`src/rpz_pkg.sv`:
```
// constants for the reference profile zero register bank
// assumes byte-wide registers on a 32-bit apb word grid, 4 bytes per index
package rpz_pkg;

  // ----------------------------------------------------------------
  // register indexes (byte address is four times the index)
  // ----------------------------------------------------------------
  localparam logic [13:0] IDX_PRIORITY_AND_SCALE = 14'h0600;
  localparam logic [13:0] IDX_REF_PERIOD_B0 = 14'h0601;
  localparam logic [13:0] IDX_REF_PERIOD_B1 = 14'h0602;
  localparam logic [13:0] IDX_REF_PERIOD_B2 = 14'h0603;
  localparam logic [13:0] IDX_REF_PERIOD_B3 = 14'h0604;
  localparam logic [13:0] IDX_REF_PERIOD_B4 = 14'h0605;
  localparam logic [13:0] IDX_SPARE_AFTER_PERIOD_A = 14'h0606;
  localparam logic [13:0] IDX_SPARE_AFTER_PERIOD_B = 14'h0607;
  localparam logic [13:0] IDX_INNER_TOL_B0 = 14'h0608;
  localparam logic [13:0] IDX_INNER_TOL_B1 = 14'h0609;
  localparam logic [13:0] IDX_INNER_TOL_B2 = 14'h060a;
  localparam logic [13:0] IDX_OUTER_TOL_B0 = 14'h060b;
  localparam logic [13:0] IDX_OUTER_TOL_B1 = 14'h060c;
  localparam logic [13:0] IDX_OUTER_TOL_B2 = 14'h060d;
  localparam logic [13:0] IDX_QUALIFY_TIMER_LO = 14'h060e;
  localparam logic [13:0] IDX_QUALIFY_TIMER_HI = 14'h060f;
  localparam logic [13:0] IDX_RECHECK_TIMER_LO = 14'h0610;
  localparam logic [13:0] IDX_RECHECK_TIMER_HI = 14'h0611;
  localparam logic [13:0] IDX_COEF_FIRST_LIN_LO = 14'h0612;
  localparam logic [13:0] IDX_COEF_FIRST_LIN_HI = 14'h0613;
  localparam logic [13:0] IDX_COEF_FIRST_EXPS = 14'h0614;
  localparam logic [13:0] IDX_COEF_SECOND_LIN_A = 14'h0615;
  localparam logic [13:0] IDX_COEF_SECOND_LIN_B = 14'h0616;
  localparam logic [13:0] IDX_COEF_SECOND_EXP = 14'h0617;
  localparam logic [13:0] IDX_COEF_THIRD_LIN_LO = 14'h0618;
  localparam logic [13:0] IDX_COEF_THIRD_LIN_HI = 14'h0619;
  localparam logic [13:0] IDX_COEF_THIRD_EXP = 14'h061a;
  localparam logic [13:0] IDX_COEF_FOURTH_LIN_LO = 14'h061b;
  localparam logic [13:0] IDX_COEF_FOURTH_MIXED = 14'h061c;
  localparam logic [13:0] IDX_COEF_EXPS_TAIL = 14'h061d;
  localparam logic [13:0] IDX_INPUT_PREDIV_B0 = 14'h061e;
  localparam logic [13:0] IDX_INPUT_PREDIV_B1 = 14'h061f;
  localparam logic [13:0] IDX_INPUT_PREDIV_B2 = 14'h0620;
  localparam logic [13:0] IDX_INPUT_PREDIV_B3 = 14'h0621;
  localparam logic [13:0] IDX_FEEDBACK_INT_B0 = 14'h0622;
  localparam logic [13:0] IDX_FEEDBACK_INT_B1 = 14'h0623;
  localparam logic [13:0] IDX_FEEDBACK_INT_B2 = 14'h0624;
  localparam logic [13:0] IDX_SPARE_AFTER_FEEDBACK = 14'h0625;
  localparam logic [13:0] IDX_FRACTION_NUM_LO = 14'h0626;
  localparam logic [13:0] IDX_FRACTION_MIXED = 14'h0627;
  localparam logic [13:0] IDX_FRACTION_MOD_HI = 14'h0628;
  localparam logic [13:0] IDX_APPLY_CTRL = 14'h0700;
  localparam logic [13:0] IDX_BANK_STATUS = 14'h0701;

  localparam int NUM_BYTES = 41;
  localparam logic [7:0] RESET_BYTE = 8'h00;

  // ----------------------------------------------------------------
  // field positions and limits
  // ----------------------------------------------------------------
  localparam int SCALE_BIT = 7;
  localparam int PROMO_LSB = 3;
  localparam int SEL_LSB = 0;
  localparam int APPLY_BIT = 0;
  localparam int STS_PENDING_BIT = 0;
  localparam int STS_PROMO_BAD_BIT = 1;
  localparam int STS_FB_LOW_BIT = 2;
  localparam logic [19:0] FB_INT_MIN = 20'h0_0007;
  localparam logic [25:0] NS_TO_PS = 26'h3e8;

  // apb slave states
  typedef enum logic [1:0] {
    ST_IDLE = 2'b01,
    ST_ACK = 2'b10
  } rpz_state_e;

endpackage

```
`src/rpz_profile_bank.sv`:
```
// apb register bank for reference profile zero of a clock synchronizer
// assumes threshold, active flag and lock threshold inputs share clk_i
//
// Overview of operation
// - top bit picks ps or ns
// - low three bits rank the reference
// - promoted priority used while reference active
// - 40-bit period in fs, lsb first
// - inner tolerance is 20 bits
// - outer tolerance is 20 bits
// - 16-bit validation time in ms
// - 16-bit redetect time in ms
// - coefficient is linear times power of two
// - first group: linear plus three exponents
// - second group: 17-bit linear, 5-bit exponent
// - third group: 17-bit linear, 5-bit exponent
// - fourth group: 15-bit linear, split exponent
// - 30-bit pre-divider divides by value plus one
// - 20-bit feedback divides by value plus one
// - fractional divider: two 10-bit fields
// - every profile bit resets to zero
// - priority below threshold means phase master
// - lock threshold scaled by unit bit
`timescale 1ns/10ps
module rpz_profile_bank (
  input wire logic clk_i,
  input wire logic srst_i,
  input wire logic psel_i,
  input wire logic penable_i,
  input wire logic pwrite_i,
  input wire logic [15:0] paddr_i,
  input wire logic [31:0] pwdata_i,
  output logic [31:0] prdata_o,
  output logic pready_o,
  output logic pslverr_o,
  input wire logic ref_active_i,
  input wire logic [2:0] master_thresh_i,
  input wire logic [15:0] lock_thresh_i,
  output logic scale_ns_o,
  output logic [2:0] promo_prio_o,
  output logic [2:0] sel_prio_o,
  output logic [2:0] eff_prio_o,
  output logic phase_master_o,
  output logic [25:0] lock_thresh_ps_o,
  output logic [39:0] ref_period_fs_o,
  output logic [19:0] inner_tol_o,
  output logic [19:0] outer_tol_o,
  output logic [15:0] qualify_ms_o,
  output logic [15:0] recheck_ms_o,
  output logic [15:0] c1_lin_o,
  output logic [5:0] c1_exp_a_o,
  output logic [2:0] c1_exp_b_o,
  output logic [3:0] c1_exp_c_o,
  output logic [16:0] c2_lin_o,
  output logic [4:0] c2_exp_o,
  output logic [16:0] c3_lin_o,
  output logic [4:0] c3_exp_o,
  output logic [14:0] c4_lin_o,
  output logic [4:0] c4_exp_o,
  output logic [30:0] prediv_ratio_o,
  output logic [20:0] fb_int_ratio_o,
  output logic [9:0] frac_num_o,
  output logic [9:0] frac_mod_o
);

  // ----------------------------------------------------------------
  // writable bits of each byte; unused bits store nothing, read zero
  // ----------------------------------------------------------------
  function automatic logic [7:0] bits_of(input logic [13:0] idx);
    case (idx)
      rpz_pkg::IDX_PRIORITY_AND_SCALE: bits_of = 8'hbf;
      rpz_pkg::IDX_SPARE_AFTER_PERIOD_A: bits_of = 8'h00;
      rpz_pkg::IDX_SPARE_AFTER_PERIOD_B: bits_of = 8'h00;
      rpz_pkg::IDX_INNER_TOL_B2: bits_of = 8'h0f;
      rpz_pkg::IDX_OUTER_TOL_B2: bits_of = 8'h0f;
      rpz_pkg::IDX_COEF_SECOND_EXP: bits_of = 8'h7f;
      rpz_pkg::IDX_COEF_THIRD_EXP: bits_of = 8'h3f;
      rpz_pkg::IDX_INPUT_PREDIV_B3: bits_of = 8'h3f;
      rpz_pkg::IDX_FEEDBACK_INT_B2: bits_of = 8'h0f;
      rpz_pkg::IDX_SPARE_AFTER_FEEDBACK: bits_of = 8'h00;
      rpz_pkg::IDX_FRACTION_MIXED: bits_of = 8'hf3;
      rpz_pkg::IDX_FRACTION_MOD_HI: bits_of = 8'h3f;
      default: bits_of = 8'hff;
    endcase
  endfunction

  // ----------------------------------------------------------------
  // address decode
  // ----------------------------------------------------------------
  rpz_pkg::rpz_state_e state_q;
  logic [7:0] regs_q [0:rpz_pkg::NUM_BYTES-1];
  logic [327:0] image;
  logic [13:0] idx_w;
  logic [5:0] rel_w;
  logic aligned;
  logic hit_data;
  logic hit_ctrl;
  logic hit_sts;
  logic commit;
  logic wr_data;
  logic apply_now;
  logic pending_q;
  logic [31:0] rd_word;
  logic promo_bad;
  logic fb_low;

  assign idx_w = paddr_i[15:2];
  assign aligned = (paddr_i[1:0] == 2'b00);
  assign rel_w = 6'(idx_w - rpz_pkg::IDX_PRIORITY_AND_SCALE);
  assign hit_data = aligned && (idx_w >= rpz_pkg::IDX_PRIORITY_AND_SCALE)
    && (idx_w <= rpz_pkg::IDX_FRACTION_MOD_HI);
  assign hit_ctrl = aligned && (idx_w == rpz_pkg::IDX_APPLY_CTRL);
  assign hit_sts = aligned && (idx_w == rpz_pkg::IDX_BANK_STATUS);

  // the transfer ends on the edge that sees pready high in st_ack
  assign commit = (state_q == rpz_pkg::ST_ACK) && psel_i && penable_i;
  assign wr_data = commit && pwrite_i && hit_data;
  assign apply_now = commit && pwrite_i && hit_ctrl
    && pwdata_i[rpz_pkg::APPLY_BIT];

  // ----------------------------------------------------------------
  // apb handshake: one wait cycle so read data can come from a flop
  // ----------------------------------------------------------------
  always_ff @(posedge clk_i) begin
    if (srst_i) begin
      state_q <= rpz_pkg::ST_IDLE;
    end else begin
      case (state_q)
        rpz_pkg::ST_IDLE: begin
          if (psel_i && penable_i) begin
            state_q <= rpz_pkg::ST_ACK;
          end
        end
        rpz_pkg::ST_ACK: begin
          state_q <= rpz_pkg::ST_IDLE;
        end
        default: begin
          state_q <= rpz_pkg::ST_IDLE;
        end
      endcase
    end
  end

  always_comb begin
    rd_word = 32'h0000_0000;
    if (hit_data) begin
      rd_word[7:0] = regs_q[rel_w] & bits_of(idx_w);
    end else if (hit_sts) begin
      rd_word[rpz_pkg::STS_PENDING_BIT] = pending_q;
      rd_word[rpz_pkg::STS_PROMO_BAD_BIT] = promo_bad;
      rd_word[rpz_pkg::STS_FB_LOW_BIT] = fb_low;
    end
  end

  always_ff @(posedge clk_i) begin
    if (srst_i) begin
      pready_o <= 1'b0;
      prdata_o <= 32'h0000_0000;
      pslverr_o <= 1'b0;
    end else if ((state_q == rpz_pkg::ST_IDLE) && psel_i && penable_i) begin
      pready_o <= 1'b1;
      prdata_o <= pwrite_i ? 32'h0000_0000 : rd_word;
      pslverr_o <= !(hit_data || hit_ctrl || hit_sts);
    end else begin
      pready_o <= 1'b0;
      prdata_o <= 32'h0000_0000;
      pslverr_o <= 1'b0;
    end
  end

  // ----------------------------------------------------------------
  // staged byte store
  // ----------------------------------------------------------------
  always_ff @(posedge clk_i) begin
    if (srst_i) begin
      for (int k = 0; k < rpz_pkg::NUM_BYTES; k++) begin
        regs_q[k] <= rpz_pkg::RESET_BYTE;
      end
    end else if (wr_data) begin
      // spare bytes keep nothing, so a stray write cannot leak back
      regs_q[rel_w] <= pwdata_i[7:0] & bits_of(idx_w);
    end
  end

  always_comb begin
    image = '0;
    for (int k = 0; k < rpz_pkg::NUM_BYTES; k++) begin
      image[k*8 +: 8] = regs_q[k];
    end
  end

  // staged edits wait here until apply; set wins over clear
  always_ff @(posedge clk_i) begin
    if (srst_i) begin
      pending_q <= 1'b0;
    end else if (wr_data) begin
      pending_q <= 1'b1;
    end else if (apply_now) begin
      pending_q <= 1'b0;
    end
  end

  // ----------------------------------------------------------------
  // field unpacking
  // ----------------------------------------------------------------
  logic s_scale;
  logic [2:0] s_promo;
  logic [2:0] s_sel;
  logic [39:0] s_period;
  logic [19:0] s_inner;
  logic [19:0] s_outer;
  logic [15:0] s_qualify;
  logic [15:0] s_recheck;
  logic [15:0] s_c1_lin;
  logic [5:0] s_c1_exp_a;
  logic [2:0] s_c1_exp_b;
  logic [3:0] s_c1_exp_c;
  logic [16:0] s_c2_lin;
  logic [4:0] s_c2_exp;
  logic [16:0] s_c3_lin;
  logic [4:0] s_c3_exp;
  logic [14:0] s_c4_lin;
  logic [4:0] s_c4_exp;
  logic [29:0] s_prediv;
  logic [19:0] s_fb_int;
  logic [9:0] s_frac_num;
  logic [9:0] s_frac_mod;

  rpz_unpack u_unpack (
    .bytes_i(image),
    .scale_ns_o(s_scale),
    .promo_o(s_promo),
    .sel_o(s_sel),
    .period_o(s_period),
    .inner_o(s_inner),
    .outer_o(s_outer),
    .qualify_o(s_qualify),
    .recheck_o(s_recheck),
    .c1_lin_o(s_c1_lin),
    .c1_exp_a_o(s_c1_exp_a),
    .c1_exp_b_o(s_c1_exp_b),
    .c1_exp_c_o(s_c1_exp_c),
    .c2_lin_o(s_c2_lin),
    .c2_exp_o(s_c2_exp),
    .c3_lin_o(s_c3_lin),
    .c3_exp_o(s_c3_exp),
    .c4_lin_o(s_c4_lin),
    .c4_exp_o(s_c4_exp),
    .prediv_o(s_prediv),
    .fb_int_o(s_fb_int),
    .frac_num_o(s_frac_num),
    .frac_mod_o(s_frac_mod)
  );

  // software slips are only flagged; the values are still applied
  assign promo_bad = (s_promo > s_sel);
  assign fb_low = (s_fb_int < rpz_pkg::FB_INT_MIN);

  // ----------------------------------------------------------------
  // applied copy: every field changes on one edge only
  // ----------------------------------------------------------------
  always_ff @(posedge clk_i) begin
    if (srst_i) begin
      scale_ns_o <= 1'b0;
      promo_prio_o <= 3'h0;
      sel_prio_o <= 3'h0;
      ref_period_fs_o <= 40'h00_0000_0000;
      inner_tol_o <= 20'h0_0000;
      outer_tol_o <= 20'h0_0000;
      qualify_ms_o <= 16'h0000;
      recheck_ms_o <= 16'h0000;
      c1_lin_o <= 16'h0000;
      c1_exp_a_o <= 6'h00;
      c1_exp_b_o <= 3'h0;
      c1_exp_c_o <= 4'h0;
      c2_lin_o <= 17'h0_0000;
      c2_exp_o <= 5'h00;
      c3_lin_o <= 17'h0_0000;
      c3_exp_o <= 5'h00;
      c4_lin_o <= 15'h0000;
      c4_exp_o <= 5'h00;
      prediv_ratio_o <= 31'h0000_0001;
      fb_int_ratio_o <= 21'h00_0001;
      frac_num_o <= 10'h000;
      frac_mod_o <= 10'h000;
    end else if (apply_now) begin
      scale_ns_o <= s_scale;
      promo_prio_o <= s_promo;
      sel_prio_o <= s_sel;
      ref_period_fs_o <= s_period;
      inner_tol_o <= s_inner;
      outer_tol_o <= s_outer;
      qualify_ms_o <= s_qualify;
      recheck_ms_o <= s_recheck;
      c1_lin_o <= s_c1_lin;
      c1_exp_a_o <= s_c1_exp_a;
      c1_exp_b_o <= s_c1_exp_b;
      c1_exp_c_o <= s_c1_exp_c;
      c2_lin_o <= s_c2_lin;
      c2_exp_o <= s_c2_exp;
      c3_lin_o <= s_c3_lin;
      c3_exp_o <= s_c3_exp;
      c4_lin_o <= s_c4_lin;
      c4_exp_o <= s_c4_exp;
      prediv_ratio_o <= 31'(s_prediv) + 31'h0000_0001;
      fb_int_ratio_o <= 21'(s_fb_int) + 21'h00_0001;
      frac_num_o <= s_frac_num;
      frac_mod_o <= s_frac_mod;
    end
  end

  // ----------------------------------------------------------------
  // uses of the applied priorities and scale
  // ----------------------------------------------------------------
  // one cycle behind the inputs and the applied fields
  always_ff @(posedge clk_i) begin
    if (srst_i) begin
      eff_prio_o <= 3'h0;
      phase_master_o <= 1'b0;
      lock_thresh_ps_o <= 26'h000_0000;
    end else begin
      eff_prio_o <= ref_active_i ? promo_prio_o : sel_prio_o;
      phase_master_o <= (sel_prio_o < master_thresh_i);
      lock_thresh_ps_o <= scale_ns_o
        ? 26'(lock_thresh_i) * rpz_pkg::NS_TO_PS
        : 26'(lock_thresh_i);
    end
  end

endmodule

```
`src/rpz_unpack.sv`:
```
// splits the staged byte image of the profile into its packed fields
// assumes bytes_i holds byte k of the profile at bits [8k+7:8k]
`timescale 1ns/10ps
module rpz_unpack (
  input wire logic [327:0] bytes_i,
  output logic scale_ns_o,
  output logic [2:0] promo_o,
  output logic [2:0] sel_o,
  output logic [39:0] period_o,
  output logic [19:0] inner_o,
  output logic [19:0] outer_o,
  output logic [15:0] qualify_o,
  output logic [15:0] recheck_o,
  output logic [15:0] c1_lin_o,
  output logic [5:0] c1_exp_a_o,
  output logic [2:0] c1_exp_b_o,
  output logic [3:0] c1_exp_c_o,
  output logic [16:0] c2_lin_o,
  output logic [4:0] c2_exp_o,
  output logic [16:0] c3_lin_o,
  output logic [4:0] c3_exp_o,
  output logic [14:0] c4_lin_o,
  output logic [4:0] c4_exp_o,
  output logic [29:0] prediv_o,
  output logic [19:0] fb_int_o,
  output logic [9:0] frac_num_o,
  output logic [9:0] frac_mod_o
);

  logic [7:0] pb [0:rpz_pkg::NUM_BYTES-1];

  // a call result cannot be bit-selected, so bytes sit in an array
  function automatic int pos(input logic [13:0] idx);
    return int'(idx - rpz_pkg::IDX_PRIORITY_AND_SCALE);
  endfunction

  always_comb begin
    for (int k = 0; k < rpz_pkg::NUM_BYTES; k++) begin
      pb[k] = bytes_i[k*8 +: 8];
    end
  end

  // ----------------------------------------------------------------
  // field assembly, low byte at the lower address
  // ----------------------------------------------------------------
  always_comb begin
    scale_ns_o =
      pb[pos(rpz_pkg::IDX_PRIORITY_AND_SCALE)][rpz_pkg::SCALE_BIT];
    promo_o =
      pb[pos(rpz_pkg::IDX_PRIORITY_AND_SCALE)][rpz_pkg::PROMO_LSB +: 3];
    sel_o =
      pb[pos(rpz_pkg::IDX_PRIORITY_AND_SCALE)][rpz_pkg::SEL_LSB +: 3];
    period_o = {pb[pos(rpz_pkg::IDX_REF_PERIOD_B4)],
      pb[pos(rpz_pkg::IDX_REF_PERIOD_B3)],
      pb[pos(rpz_pkg::IDX_REF_PERIOD_B2)],
      pb[pos(rpz_pkg::IDX_REF_PERIOD_B1)],
      pb[pos(rpz_pkg::IDX_REF_PERIOD_B0)]};
    inner_o = {pb[pos(rpz_pkg::IDX_INNER_TOL_B2)][3:0],
      pb[pos(rpz_pkg::IDX_INNER_TOL_B1)],
      pb[pos(rpz_pkg::IDX_INNER_TOL_B0)]};
    outer_o = {pb[pos(rpz_pkg::IDX_OUTER_TOL_B2)][3:0],
      pb[pos(rpz_pkg::IDX_OUTER_TOL_B1)],
      pb[pos(rpz_pkg::IDX_OUTER_TOL_B0)]};
    qualify_o = {pb[pos(rpz_pkg::IDX_QUALIFY_TIMER_HI)],
      pb[pos(rpz_pkg::IDX_QUALIFY_TIMER_LO)]};
    recheck_o = {pb[pos(rpz_pkg::IDX_RECHECK_TIMER_HI)],
      pb[pos(rpz_pkg::IDX_RECHECK_TIMER_LO)]};
    // each coefficient is lin * 2^exp; kept apart so the loop does the shift
    c1_lin_o = {pb[pos(rpz_pkg::IDX_COEF_FIRST_LIN_HI)],
      pb[pos(rpz_pkg::IDX_COEF_FIRST_LIN_LO)]};
    c1_exp_a_o = pb[pos(rpz_pkg::IDX_COEF_FIRST_EXPS)][5:0];
    c1_exp_b_o = {pb[pos(rpz_pkg::IDX_COEF_SECOND_LIN_A)][0],
      pb[pos(rpz_pkg::IDX_COEF_FIRST_EXPS)][7:6]};
    c1_exp_c_o = pb[pos(rpz_pkg::IDX_COEF_EXPS_TAIL)][7:4];
    c2_lin_o = {pb[pos(rpz_pkg::IDX_COEF_SECOND_EXP)][1:0],
      pb[pos(rpz_pkg::IDX_COEF_SECOND_LIN_B)],
      pb[pos(rpz_pkg::IDX_COEF_SECOND_LIN_A)][7:1]};
    c2_exp_o = pb[pos(rpz_pkg::IDX_COEF_SECOND_EXP)][6:2];
    c3_lin_o = {pb[pos(rpz_pkg::IDX_COEF_THIRD_EXP)][0],
      pb[pos(rpz_pkg::IDX_COEF_THIRD_LIN_HI)],
      pb[pos(rpz_pkg::IDX_COEF_THIRD_LIN_LO)]};
    c3_exp_o = pb[pos(rpz_pkg::IDX_COEF_THIRD_EXP)][5:1];
    c4_lin_o = {pb[pos(rpz_pkg::IDX_COEF_FOURTH_MIXED)][6:0],
      pb[pos(rpz_pkg::IDX_COEF_FOURTH_LIN_LO)]};
    c4_exp_o = {pb[pos(rpz_pkg::IDX_COEF_EXPS_TAIL)][3:0],
      pb[pos(rpz_pkg::IDX_COEF_FOURTH_MIXED)][7]};
    prediv_o = {pb[pos(rpz_pkg::IDX_INPUT_PREDIV_B3)][5:0],
      pb[pos(rpz_pkg::IDX_INPUT_PREDIV_B2)],
      pb[pos(rpz_pkg::IDX_INPUT_PREDIV_B1)],
      pb[pos(rpz_pkg::IDX_INPUT_PREDIV_B0)]};
    fb_int_o = {pb[pos(rpz_pkg::IDX_FEEDBACK_INT_B2)][3:0],
      pb[pos(rpz_pkg::IDX_FEEDBACK_INT_B1)],
      pb[pos(rpz_pkg::IDX_FEEDBACK_INT_B0)]};
    frac_num_o = {pb[pos(rpz_pkg::IDX_FRACTION_MIXED)][1:0],
      pb[pos(rpz_pkg::IDX_FRACTION_NUM_LO)]};
    frac_mod_o = {pb[pos(rpz_pkg::IDX_FRACTION_MOD_HI)][5:0],
      pb[pos(rpz_pkg::IDX_FRACTION_MIXED)][7:4]};
  end

endmodule

```
`config.mk`:
```
export PLATFORM = sky130hd
export DESIGN_NAME = rpz_profile_bank
export DESIGN_NICKNAME = d
export VERILOG_FILES = /design/src/rpz_pkg.sv /design/src/rpz_profile_bank.sv /design/src/rpz_unpack.sv
export SDC_FILE = /design/constraint.sdc
export NUM_CORES = 2
export LEC_CHECK = 0
export BUFFER_PORTS_ARGS = -buffer_cell sky130_fd_sc_hd__buf_2
export CAP_MARGIN = 25
export CORE_AREA = 2 2 341 343
export CTS_CLUSTER_SIZE = 40
export DETAILED_ROUTE_END_ITERATION = 10
export DIE_AREA = 0 0 343 345
export SYNTH_ARGS = -nofsm -noshare
export SYNTH_HDL_FRONTEND = slang
export SYNTH_SLANG_ARGS = --single-unit
```
`constraint.sdc`:
```
create_clock -name clk_i -period 9 [get_ports clk_i]
set_clock_uncertainty 0.2 [all_clocks]
set_input_delay 1.8 -clock clk_i [delete_from_list [all_inputs] [get_ports clk_i]]
set_output_delay 1.8 -clock clk_i [all_outputs]
set_load 0.005 [all_outputs]
```
# Word level (Yosys, flattened, before mapping)
# Memories as Yosys holds them, arrays and structs flattened. A register that Yosys moved wholly into a read port is not among the register bits.
# Cells that the tools add are included.
# classes
addsub,3
n_mul,1
magnitude_cmp,5
eq_ne,16
n_mux,19
n_bitwise,6
n_reduce_logical,28
# op_table
cell,n
equality test 14 x 11 -> 1 bit (second input constant),14
case mux 8 bit (6 select lines),1
two-way mux 8 bit,4
adder 30 x 1 -> 31 bit (second input constant),1
multiplier 16 x 7 -> 23 bit (second input constant),1
adder 20 x 1 -> 21 bit (second input constant),1
< comparator 20 x 3 -> 1 bit (second input constant),1
AND 8 bit,2
two-way mux 16 bit,1
>= comparator 14 x 11 -> 1 bit (second input constant),1
less-or-equal comparator 14 x 11 -> 1 bit (second input constant),1
logical AND 1 bit,13
OR reduction 3 bit,4
two-way mux 1 bit,9
two-way mux 3 bit,3
OR reduction 2 bit,4
OR reduction 8 bit,1
two-way mux 6 bit,1
subtractor 6 x 1 -> 6 bit (second input constant),1
inverter 1 bit,4
OR reduction 4 bit,1
> comparator 3 bit,1
< comparator 3 bit,1
equality test 2 x 1 -> 1 bit (second input constant),1
5 further kinds,6
# word_totals
regBits,126
ramBits,328
output_inout_bits,348
mem_count,1
# memory_table
name,words,word_bits,read_ports,rd_clocked_by_memory_dff,write_ports,line_no,rtl
regs_q,41,8,39,30,41,rpz_profile_bank.sv:91,logic [7:0] regs_q [0:rpz_pkg::NUM_BYTES-1];

# Depth between registers and ports, before layout
# depth
ltp_word,10
ltp_mapped,15
ltp_nobuf,15

# Modules after synthesis
# A second synthesis with hierarchy kept.
# unflattened
cells_unflattened,3259
hier_area_um2,36388.6
# modules_own_cells
module,n_inst,cells_each,area_per_inst_um2,seq_area_each_um2
rpz_profile_bank,1,2977,34271.6,19999.2
rpz_unpack,1,282,2117.0,0.0

# Worst setup path before layout
# OpenSTA, ideal clock, no wires.
# synth_path
kind,input to register
start,input port lock_thresh_i[5]
end,register lock_thresh_ps_o[24]
setup_time_ps,72
arrival_ps,5640
required_time_ps,8728
path_slack_ps,3088
path_stages,13
n_path_buf,0
cell_sequence,inv_1 -> fa_1 -> fa_1 -> fa_1 -> fa_1 -> inv_1 -> ha_1 -> a21o_1 -> or3_1 -> o21ai_0 -> o211ai_1 -> a21oi_1 -> mux2i_1
# synth_between
elab_chain_len,1
# synth_lines
element,line_no,rtl
start: declaration,rpz_profile_bank.sv:38,"input wire logic [15:0] lock_thresh_i,"
multiplier 16 x 7 -> 23 bit,rpz_profile_bank.sv:325,? 26'(lock_thresh_i) * rpz_pkg::NS_TO_PS
end signal: assignment,rpz_profile_bank.sv:324,lock_thresh_ps_o <= scale_ns_o
end: declaration,rpz_profile_bank.sv:44,"output logic [25:0] lock_thresh_ps_o,"
# No other way between the ends.
# A chain may end at the register's enable or synchronous reset.

# Worst setup path after layout
# Ends and elaborated chain as after synthesis.

==> impl_metrics.tcl <==
set metrics [dict create \
    port_buffers 372 \
    syn_area_per_cell_um2 11.3 \
    syn_area_mm2 0.0341 \
    max_freq_mhz 168 \
    synth-async-reset-ratio_pct 0 \
    ios 421 \
    grt_pass1_wl_um 161000 \
    drive_gt1_share_pct 18.9 \
    fin_nets 3667 \
    min_period_ns 5.95 \
    clock_power_share_pct 41.4 \
    drc 0 \
    seq_area_frac_synth_pct 58.7 \
    final_cell_mix "nand2_1 (570), edfxtp_1 (448), nor2_1 (382), buf_2 (368), dfxtp_1 (327)" \
    clock_path_buffers 3 \
    cts_made_buffers 89 \
    status "complete, no violations" \
    drv_slew 0 \
    place.gp.congestion 0.886 \
    postCtsHoldBufs 0 \
    dp_hpwl_um 79400 \
    required_ns 9.38 \
    worst_setup_path_end_kind "flop" \
    area_delta_synth_final_pct 19.9 \
    synth_top_cell_by_area "edfxtp_1" \
    cts_root_buf "clkbuf_16" \
    worstPathMaxFanout 5 \
    cts_htree_levels 3 \
    layout_commonest_cell "nand2_1" \
    seqPwrFrac_pct 44.8 \
    seqCellArea_mm2 0.0200 \
    crit_type "primary input to flop" \
    wl_per_cell_um 21.9 \
    relSlewSlack_pct 26.7 \
    tns_ns 0 \
    p_int_uw 6430 \
    min_period_over_period_pct 66.1 \
    cts_tree "done" \
    clkSinkCount 775 \
    multi_input_area_mm2 0.0135 \
    dieHeight_um 345 \
    synth_top_cells_by_area "edfxtp_1 (39%), dfxtp_1 (19%), mux4_2 (7.2%)" \
    post_cts_buffers 0 \
    comb_power_share_pct 13.8 \
    viasPerCell 4.87 \
    syn_inst 3005 \
    hp-class "flop to flop" \
    ys_warn_count 0 \
    dp_slack_ns 2.43 \
    cts_resized 0 \
    layout_setup_ws_ns 3.05 \
    clk_pin_slew_worst_paths_ns 0.06 \
    drt_iter0_markers 2055 \
    rows 125 \
    vias 24700 \
    insertion_delay_ns 0.67 \
    rrSetupSlack_ns 5.16 \
    powerDensity_mw_per_mm2 214 \
    synth_enable_flop_cells 448 \
    yosysUniqueCellTypes 73 \
    drv_cap 0 \
    ys_ff_latch 775 \
    rsz0062_at_grt "false" \
    synth_top_flop_cell "edfxtp_1" \
    n_fill_cell 11600 \
    cp.arrival_ns 6.33 \
    max_slew.worst_pin.slew_ns 1.10 \
    switching_share_pct 26.4 \
    switching_power_uw 2310 \
    p_leak_uw 0.0159 \
    grt_max_degree 191 \
    cp-start-kind "primary input" \
    ant_nets 0 \
    start_util_pct 29.6 \
    coreArea_mm2 0.115 \
    final-hold-violation-count 0 \
    drtPass1Iterations 7 \
    ir_drop_uv 145 \
    synth.top_cell.area_share_pct 39.5 \
    grt-ovfl-total 0 \
    grt_pass1_vias 23800 \
    setup_viol 0 \
    die-width_um 343 \
    grt_usage_pct 18.4 \
    grt_antenna_before_repair 13 \
    drt_wl_total_um 111000 \
    die_area_mm2 0.118 \
]
[worst max-delay path, cell delays in order]
cell and delay (ns):
buf_2 0.14, inv_1 0.23, fa_1 0.49, fa_1 0.55, fa_1 0.45, fa_1 0.51, inv_1 0.04, ha_1 0.35
a21o_1 0.24, or3_1 0.34, o21ai_0 0.54, o211ai_1 0.18, a21oi_1 0.25, mux2i_1 0.20
[through the flow]
stage / hold slack [ns] / utilization (%) / cell area [um^2] / instances / total power, uW
CTS: 0.252 / 35.5 / 40900 / 5081 / 8810
global placement: 0.240 / 32.9 / 37900 / 4909 / 5180
floorplan: 0.242 / - / 34800 / 3194 / 4860
detailed placement: 0.245 / 32.9 / 37900 / 4913 / 5190
finish: 0.250 / 35.5 / 40900 / 5083 / 8750
global route: 0.266 / 35.5 / 40900 / 5081 / 9100
[kinds of logic after synthesis]
group	share of synthesized area, %
buffers and inverters	4.00
AO/OA/AOI/OAI	7.24
adder cells (fa/ha/maj)	5.37
AND/OR/NAND/NOR	14.4
XOR/XNOR	1.44
multiplexers	8.82
other	0.0110
flip-flops	58.7
[power groups by stage]
stage,registers (uW),clock network [uW],logic [uW]
CTS,3920,3690,1200
floorplan,3960,0,905
detailed placement,3990,0,1190
finish,3920,3620,1210
global route,3920,3830,1340
global placement,3990,0,1190
[synth_stat cells, types with 13 or more instances]
cell      count
nor2b_1      16
nor3_1       21
dfxtp_1     327
nand3_1      40
a211oi_1     51
ha_1         60
buf_2        46
nor2_1      382
buf_4        37
o21ai_0      24
edfxtp_1    448
clkbuf_1    108
inv_1        99
o22ai_1      13
fa_1         54
xor2_1       30
mux2i_1      46
buf_1        16
nand2_1     570
xnor2_1      26
a21oi_1     258
mux4_2      109
nand4_1      19
and3_1       19
nand2b_1     52
[per-layer routing]
metal / share of wire [%] / track usage, %
met1: 42 / 25.0
met2: 47 / 29.3
met3: 8.5 / 4.25
met4: 2.8 / 5.22
met5: 0.054 / 0
[state kept, by name, summed over array words and instances, names as in the netlist, 17 cells and up]
name	cells
regs_q	448
outer_tol_o	20
fb_int_ratio_o	21
c2_lin_o	17
c3_lin_o	17
ref_period_fs_o	40
inner_tol_o	20
lock_thresh_ps_o	26
prediv_ratio_o	31
[final timing paths]
path,from,to,cells past startpoint
min reg2reg,c3_lin_o[15],c3_lin_o[15],2
max,lock_thresh_i[5],lock_thresh_ps_o[24],14
min,c3_lin_o[15],c3_lin_o[15],2
max reg2reg,state_q[1],regs_q[3][3],6
[cell type report]
type | count | share of cell area (%)
clock buffers | 133 | 6.31
inverters | 101 | 0.928
diodes | 2 | 0.0122
well taps | 1524 | 4.67
repair buffers | 403 | 5.33
multi-input cells | 2110 | 33.0
flip-flops and latches | 775 | 48.9
clock inverters | 35 | 0.854
No activity file was read; power rests on OpenSTA's default activity.
